==> src/pkg/rtu_defines.vh <==
// Purpose: Constants for the return instruction unit
// Assumes: 14-bit instruction words, 8-bit accumulator
// Notes:   Definitions only
`ifndef RTU_DEFINES_VH
`define RTU_DEFINES_VH
`define RTU_WORD_W        14
`define RTU_OP_IRQ_RET    14'h0009
`define RTU_OP_SUB_RET    14'h0008
`define RTU_LIT_MASK      14'h3C00
`define RTU_LIT_MATCH     14'h3400
`define RTU_LIT_LSB       0
`define RTU_LIT_MSB       7
`define RTU_IRQ_EN_BIT    7
`define RTU_ICR_RST       8'h00
`define RTU_W_RST         8'h00
`define RTU_PC_RST        13'h0000
`define RTU_KIND_NONE     2'h0
`define RTU_KIND_SUB      2'h1
`define RTU_KIND_IRQ      2'h2
`define RTU_KIND_LIT      2'h3
`endif

==> src/core/rtu_decode.v <==
// Purpose: Classify an instruction word as one of the return kinds
// Assumes: Word is stable while presented
// Notes:   Pure combinational decode
`timescale 1ns/100ps
`include "rtu_defines.vh"
module rtu_decode
(
	// Instruction word
	input  wire [`RTU_WORD_W-1:0] word_in,
	// Decoded kind and literal
	output reg  [1:0]             kind_out,
	output wire [7:0]             literal_out
);
	// Literal is the low byte for every kind; only used on literal return
	assign literal_out = word_in[`RTU_LIT_MSB:`RTU_LIT_LSB];

	// Exact match for fixed words, masked match for literal return
	always @*
	begin
		if (word_in == `RTU_OP_IRQ_RET)
			kind_out = `RTU_KIND_IRQ;
		else if (word_in == `RTU_OP_SUB_RET)
			kind_out = `RTU_KIND_SUB;
		else if ((word_in & `RTU_LIT_MASK) == `RTU_LIT_MATCH)
			kind_out = `RTU_KIND_LIT;
		else
			kind_out = `RTU_KIND_NONE;
	end
endmodule // rtu_decode

==> src/core/rtu_return_unit.v <==
// Purpose: Execute return-type instructions: pop stack into PC, load W, set interrupt enable
// Assumes: Core presents one word per instruction cycle with a valid strobe
// Notes:   Each return takes two cycles; the prefetched word is flushed
//          Outputs are next-value logic plus one register stage
//          Held values (PC, W, control) keep their last load between returns
//          Stack depth and overflow are the stack's own business
`timescale 1ns/100ps
`include "rtu_defines.vh"
// Functional notes
// - Interrupt return word pops stack and loads popped top into PC.
// - Interrupt return sets global interrupt enable, bit 7 of control register.
// - Interrupt return is one word, two instruction cycles.
// - Subroutine return word pops stack and loads popped top into PC.
// - Subroutine return is two cycles, changes no enable or status flag.
// - Word 11 01xx is literal return; loads W with low byte literal.
// - Literal return also loads PC from stack top, two cycles.
module rtu_return_unit
#(
	parameter PC_W = 13
)
(
	// Clock and reset
	input  wire                   sys_clk_in,
	input  wire                   resetn_in,
	// Instruction stream
	input  wire [`RTU_WORD_W-1:0] instr_in,
	input  wire                   instr_valid_in,
	// Stack interface
	input  wire [PC_W-1:0]        stack_top_entry_in,
	output reg                    stack_pop_out,
	// Program counter load
	output reg  [PC_W-1:0]        pc_out,
	output reg                    pc_load_out,
	// Accumulator
	output reg  [7:0]             w_out,
	output reg                    w_load_out,
	// Interrupt control register
	input  wire [7:0]             irq_control_reg_in,
	output reg  [7:0]             irq_control_reg_out,
	output reg                    irq_control_wr_out,
	// Pipeline control
	output reg                    flush_out,
	output reg                    busy_out,
	output reg                    done_out
);
	// Sequencer states: one execute cycle, then one flush cycle
	localparam ST_IDLE  = 1'b0;
	localparam ST_FLUSH = 1'b1;

	// Control register width, handled bit by bit in the merge below
	localparam ICR_W    = 8;

	// Sequencer and the kind of return in flight
	reg              state_r;
	reg              state_nxt;
	reg [1:0]        kind_r;
	reg [1:0]        kind_nxt;

	// Next values of the registered outputs
	reg              stack_pop_nxt;
	reg [PC_W-1:0]   pc_nxt;
	reg              pc_load_nxt;
	reg [7:0]        w_nxt;
	reg              w_load_nxt;
	reg [ICR_W-1:0]  icr_nxt;
	reg              icr_wr_nxt;
	reg              flush_nxt;
	reg              busy_nxt;
	reg              done_nxt;

	// Decode results and qualifiers
	wire [1:0]       kind_dec;
	wire [7:0]       lit_dec;
	wire             is_irq_ret;
	wire             is_sub_ret;
	wire             is_lit_ret;
	wire             is_return;
	wire             in_flush;
	wire             accept;
	wire [ICR_W-1:0] icr_merged;

	// Word decode in its own leaf
	rtu_decode u_dec
	(
		.word_in     (instr_in),
		.kind_out    (kind_dec),
		.literal_out (lit_dec)
	);

	// Kind qualifiers, named once so the next-value logic reads plainly
	assign is_irq_ret = (kind_dec == `RTU_KIND_IRQ);
	assign is_sub_ret = (kind_dec == `RTU_KIND_SUB);
	assign is_lit_ret = (kind_dec == `RTU_KIND_LIT);
	assign is_return  = is_irq_ret || is_sub_ret || is_lit_ret;
	assign in_flush   = (state_r == ST_FLUSH);

	// Words arriving during the flush cycle are the stale prefetch
	// Non-return words fall through untouched; other units own them
	assign accept = instr_valid_in && !in_flush && is_return;

	// Control register merge: enable bit forced high, the rest pass through
	// Done per bit so the enable position stays one named constant
	genvar gi;
	generate
		for (gi = 0; gi < ICR_W; gi = gi + 1)
		begin : g_icr_bit
			if (gi == `RTU_IRQ_EN_BIT)
			begin : g_enable
				// Enable bit set on every interrupt return
				assign icr_merged[gi] = 1'b1;
			end
			else
			begin : g_keep
				// Read-modify-write keeps the other control bits intact
				assign icr_merged[gi] = irq_control_reg_in[gi];
			end
		end
	endgenerate

	// Two-cycle sequencer: execute, then flush cycle
	always @*
	begin
		case (state_r)
			ST_IDLE:  state_nxt = accept ? ST_FLUSH : ST_IDLE;
			ST_FLUSH: state_nxt = ST_IDLE;
			// Default arm recovers from an upset state bit
			default:  state_nxt = ST_IDLE;
		endcase
	end

	// Kind held through the flush cycle so done closes the right return
	// Cleared after the flush so a stale kind cannot close a later cycle
	always @*
	begin
		kind_nxt = kind_r;
		if (accept)
			kind_nxt = kind_dec;
		else if (in_flush)
			kind_nxt = `RTU_KIND_NONE;
	end

	// Execute-cycle strobes, common to every return kind; done is set from the flush cycle instead
	// Busy covers only the flush cycle, so the prefetched word is refused
	always @*
	begin
		stack_pop_nxt = accept;
		pc_load_nxt   = accept;
		flush_nxt     = accept;
		busy_nxt      = accept;
		done_nxt      = in_flush && (kind_r != `RTU_KIND_NONE);
	end

	// Return address sampled from the stack top at the accepting edge
	// Held between returns; the core should take it on the load strobe only
	always @*
	begin
		pc_nxt = pc_out;
		if (accept)
			pc_nxt = stack_top_entry_in;
	end

	// Accumulator load, literal return only
	// Literal is the decoded low byte; bits 9:8 of the word are ignored
	always @*
	begin
		w_nxt      = w_out;
		w_load_nxt = 1'b0;
		if (accept && is_lit_ret)
		begin
			w_nxt      = lit_dec;
			w_load_nxt = 1'b1;
		end
	end

	// Control register write, interrupt return only
	// Subroutine and literal returns leave every flag alone
	always @*
	begin
		icr_nxt    = irq_control_reg_out;
		icr_wr_nxt = 1'b0;
		if (accept && is_irq_ret)
		begin
			icr_nxt    = icr_merged;
			icr_wr_nxt = 1'b1;
		end
	end

	// Single register stage; every output comes straight from a flip-flop
	always @(posedge sys_clk_in)
	begin
		if (!resetn_in)
		begin
			// Reset: strobes low, held values back to their reset constants
			state_r             <= ST_IDLE;
			kind_r              <= `RTU_KIND_NONE;
			stack_pop_out       <= 1'b0;
			pc_out              <= `RTU_PC_RST;
			pc_load_out         <= 1'b0;
			w_out               <= `RTU_W_RST;
			w_load_out          <= 1'b0;
			irq_control_reg_out <= `RTU_ICR_RST;
			irq_control_wr_out  <= 1'b0;
			flush_out           <= 1'b0;
			busy_out            <= 1'b0;
			done_out            <= 1'b0;
		end
		else
		begin
			// Strobes self-clear because their next values default low
			state_r             <= state_nxt;
			kind_r              <= kind_nxt;
			stack_pop_out       <= stack_pop_nxt;
			pc_out              <= pc_nxt;
			pc_load_out         <= pc_load_nxt;
			w_out               <= w_nxt;
			w_load_out          <= w_load_nxt;
			irq_control_reg_out <= icr_nxt;
			irq_control_wr_out  <= icr_wr_nxt;
			flush_out           <= flush_nxt;
			busy_out            <= busy_nxt;
			done_out            <= done_nxt;
		end
	end
endmodule // rtu_return_unit

==> config.mk <==
export PLATFORM = sky130hd
export DESIGN_NAME = rtu_return_unit
export DESIGN_NICKNAME = d
export VERILOG_FILES = /design/src/core/rtu_decode.v /design/src/core/rtu_return_unit.v
export VERILOG_INCLUDE_DIRS = /design/src /design/src/pkg
export SDC_FILE = /design/constraint.sdc
export NUM_CORES = 1
export LEC_CHECK = 0
export ABC_CLOCK_PERIOD_IN_PS = 2350
export BUFFER_PORTS_ARGS = -buffer_cell sky130_fd_sc_hd__buf_2
export CAP_MARGIN = 10
export CORE_AREA = 2 2 65 61
export DETAILED_ROUTE_END_ITERATION = 12
export DIE_AREA = 0 0 67 63
export PLACE_DENSITY = 0.84
export SLEW_MARGIN = 20
export SYNTH_ARGS = -nofsm -noshare
export SYNTH_HDL_FRONTEND = slang
export SYNTH_SLANG_ARGS = --single-unit
==> constraint.sdc <==
create_clock -name sys_clk_in -period 2.35 [get_ports sys_clk_in]
set_input_delay 0 -clock sys_clk_in [delete_from_list [all_inputs] [get_ports sys_clk_in]]
set_output_delay 0 -clock sys_clk_in [all_outputs]
set_load 0.05 [all_outputs]
==> Flow_metrics.wiki <==
{| class="wikitable"
! Metric !! Value
|-
| Final-report setup violation count || 0
|-
| Routed WL || between 3 and 4 mm
|-
| Row Count || 21
|-
| Unrepaired setup endpoints after global routing || no
|-
| Dominant delay contributor by cell family on the critical path || buffers and inverters
|-
| Syn nets || 188
|-
| Post-place instance area || approximately 1900 um2
|-
| Bufs on Longest Clock Path || 2
|-
| Initial Util || 42.3%
|-
| Die Area || around 4200 um2
|-
| Finished Layout Cells || between 200 and 300
|-
| IO buf count || just over 70
|-
| Vertical extent of the die || between 60 and 70 um
|-
| Total of flip-flops plus latches after synthesis || 36
|-
| Number of fill cells || a little over 300
|-
| Number of levels the H-tree was split into || 2
|-
| Maximum number of pins on one net before global-route repair || slightly below 60
|-
| Placed Cells incl. Taps || 258
|-
| Number of cells produced by synthesis || 150
|-
| Synth area leader || dfxtp_1
|-
| Via count || between 1000 and 1500
|-
| Antenna fix cells || 0
|-
| Final critical-path share of the clock period || a little over two thirds
|-
| Highest-delay cell along the critical path || a21oi_4
|-
| Source-to-sink clock delay at the later pin of the worst-skew pair || roughly 0.29 ns
|-
| Result of the run || finished, final reports clean
|-
| Total Routing Usage GR || 17.0%
|-
| Synth async-reset ratio || 0%
|-
| Count of endpoints failing hold in the final timing report || 0
|-
| CTS Sinks || 36
|-
| Post-route antenna net violation count || 0
|-
| DR iter-0 viols || 54
|-
| CTS tree || yes
|-
| Ordered list of cells on the worst path || dlygate4sd3_1, buf_2, nor4b_4, nand4_4, a21oi_4, mux2i_1
|-
| Combinational Power Share || around 10%
|-
| CP Data Arrival Time || ~1.9 ns
|-
| Number of distinct library cell variants in the gate-level netlist after synthesis || 27
|-
| Cell chosen for the clock root || clkbuf_8
|-
| Average wire per standard cell || between 10 and 15 um
|-
| Part of the total power dissipated in sequential elements || between 40% and 50%
|-
| Relative contribution of the clock network to total power || 43.7%
|-
| Count of buffering cells on the critical path with inverters included || 2
|-
| Internal power of the cells || approximately 0.0011 W
|-
| Via count of the first global-routing pass || 1294
|-
| Setup TNS || 0 ns
|-
| Share of the core filled with cells || ~62%
|-
| Final instance area || ~2200 um2
|-
| Mean instance size in the synthesized netlist || 10.1 um2
|-
| Worst max-slew margin expressed relative to the limit || 43.4%
|-
| Initial antenna violation count || 0
|-
| Final nets || between 200 and 300
|-
| Post-detail-place hpwl || between 2 and 2.5 mm
|-
| Peak per-stage delay on the critical path || 0.53 ns
|-
| Number of instances resized during post-cts repair || 0
|-
| CTS clk-pin slew, worst paths || roughly 0.07 ns
|-
| Net switching power || around 0.00029 W
|-
| Clock tree skew after final layout || 0.00355 ns
|-
| Weighted congestion reported at the end of routability-driven placement || 0.738
|-
| Layout overhead on the synthesized area || 45.9%
|-
| Top post-synthesis cells by area || dfxtp_1 48%, mux2i_1 19%, nand2_1 10%
|-
| Number of primary I/O pins || 74
|-
| Wire length of the first global-routing pass || between 5 and 6 mm
|-
| Residual DRC || 0
|-
| Number of warning messages in the yosys log || 0
|-
| Fmax || approximately 600 MHz
|-
| Leakage power || slightly above 1 nW
|-
| Total clock buffers created by CTS || 5
|-
| Worst-margin pin slew || approximately 0.85 ns
|-
| Maximum fanout encountered on the critical timing path || 16
|-
| Sw frac || 21.3%
|-
| Critical path start-end classification || in -> reg
|-
| Shortest period the worst path allows || between 1.5 and 2 ns
|-
| Area of the placeable core || between 3000 and 4000 um2
|-
| Global-route congestion overflow total || 0
|-
| Share of the synthesized area in the top cell type || between 40% and 50%
|-
| Data required time of the critical path || between 2 and 3 ns
|-
| Min-delay worst type || in -> reg
|-
| Post-synth EDFFs || 0
|-
| Mapped Area || 1510 um2
|-
| Worst Setup Start Kind || input pin
|-
| Share of the yosys chip area belonging to registers || a little under half
|-
| Via-per-instance ratio || between 4 and 5
|-
| Count of final max-slew check failures || 0
|-
| Fraction of final layout cells with drive strength greater than 1 || 36.1%
|-
| Max-cap viol count || 0
|-
| Number of detailed-routing iterations run before antenna repair || 4
|-
| Endpoint kind of the worst setup timing path || flop
|-
| Most common flop cell mapped by yosys || dfxtp_1
|-
| Die boundary width || between 60 and 70 um
|-
| Power per cell area || 607 nW/um2
|-
| VDD IR-drop max || between 0.4 and 0.5 mV
|}
## what timing repair did
| action | in CTS | in global routing |
|---|---|---|
| hold buffers | 21 | 0 |
| buffers inserted | 0 | 0 |
| hold endpoints to repair | 21 | 0 |
| endpoints found under the setup margin | 0 | 0 |
## final cells by class
type | instances | area, um2 | share of cell area, %
sequential | 36 | 721 | 32.7
inverter | 3 | 11.3 | 0.510
timing repair buffer | 93 | 571 | 25.9
tap | 46 | 57.6 | 2.61
clock buffer | 7 | 96.3 | 4.37
multi-input combinational | 101 | 719 | 32.6
clock inverter | 1 | 30.0 | 1.36
## power by group through the flow
stage | Sequential (W) | Clock (W) | Combinational (W)
6_report | 0.000619 | 0.000586 | 0.000135
5_1_grt | 0.000619 | 0.000629 | 0.000147
4_1_cts | 0.000618 | 0.000596 | 0.000135
3_5_place_dp | 0.000632 | 0 | 0.000108
3_3_place_gp | 0.000632 | 0 | 0.000106
2_1_floorplan | 0.000650 | 0 | 0.0000456
## layer usage
metal / global-route usage [%] / up-vias / routed length [um]
li1: - / 676 / -
met1: 17.1 / 587 / 1340
met2: 30.1 / 45 / 1630
met3: 5.05 / 9 / 229
met4: 9.69 / 0 / 83
met5: 0 / - / 0
## per-stage QoR
| step | total power, W | hold slack (ns) | worst slack [ns] |
|---|---|---|---|
| floorplan | 0.000695 | 0.142 | 1.14 |
| global placement | 0.000738 | 0.249 | 0.836 |
| detailed placement | 0.000740 | 0.255 | 0.820 |
| CTS | 0.00135 | 0.00328 | 0.704 |
| global route | 0.00139 | 0.00249 | 0.592 |
| finish | 0.00134 | 0.00000613 | 0.720 |
## Yosys cell counts, types with 2 or more instances
cell type  count
o21a_1         2
mux2i_1       28
nand3_1        2
dfxtp_1       36
nor2b_1        8
o211a_1        2
nand2_1       41
clkbuf_1       5
inv_1          3
and2_1         4
buf_4          3
## final timing paths
kind                                   from        end  slack [ns]  cells after the start
worst min register to register    pc_out[2]  pc_out[2]        0.45                      2
worst min-delay path            instr_in[6]   w_out[6]    0.000006                      3
worst max-delay path            instr_in[3]  pc_out[9]        0.72                      6
worst max register to register     in_flush  pc_out[9]        0.94                      3
## cell usage in the layout (no fill, tap or decap), drive strengths merged
| cell | instances |
|---|---|
| nand3 | 2 |
| nor4b | 1 |
| mux2i | 28 |
| o21a | 2 |
| clkbuf | 7 |
| bufinv | 1 |
| nand2 | 41 |
| buf | 72 |
| nand2b | 1 |
| nand4 | 2 |
| nor2b | 8 |
| nand4b | 1 |
| nor4 | 1 |
| inv | 3 |
| o31a | 1 |
| a21oi | 1 |
| o211a | 2 |
| dlygate4sd3 | 21 |
| dfxtp | 36 |
| and2 | 4 |
| nor2 | 2 |
| nor3 | 3 |
| o22ai | 1 |
## logic make-up (layout without fill, tap and decap cells)
group	after synthesis	in the layout	synth area share (%)
compound gates	7	7	4.39
buf+inv	13	104	4.72
flops	36	36	47.7
simple gates	66	66	24.7
mux	28	28	18.5
## worst min-delay path: stages
cell and delay [ns]:
buf_2 0.09, mux2i_1 0.07, nor2b_1 0.10
## sequential cells by signal, summed over array words and instances (netlist names)
signal,cells
pc_out,13
irq_control_reg_out,8
w_out,8
kind_r,2
busy_out,1
done_out,1
in_flush,1
irq_control_wr_out,1
w_load_out,1
No activity file was read; power rests on OpenSTA's default activity.
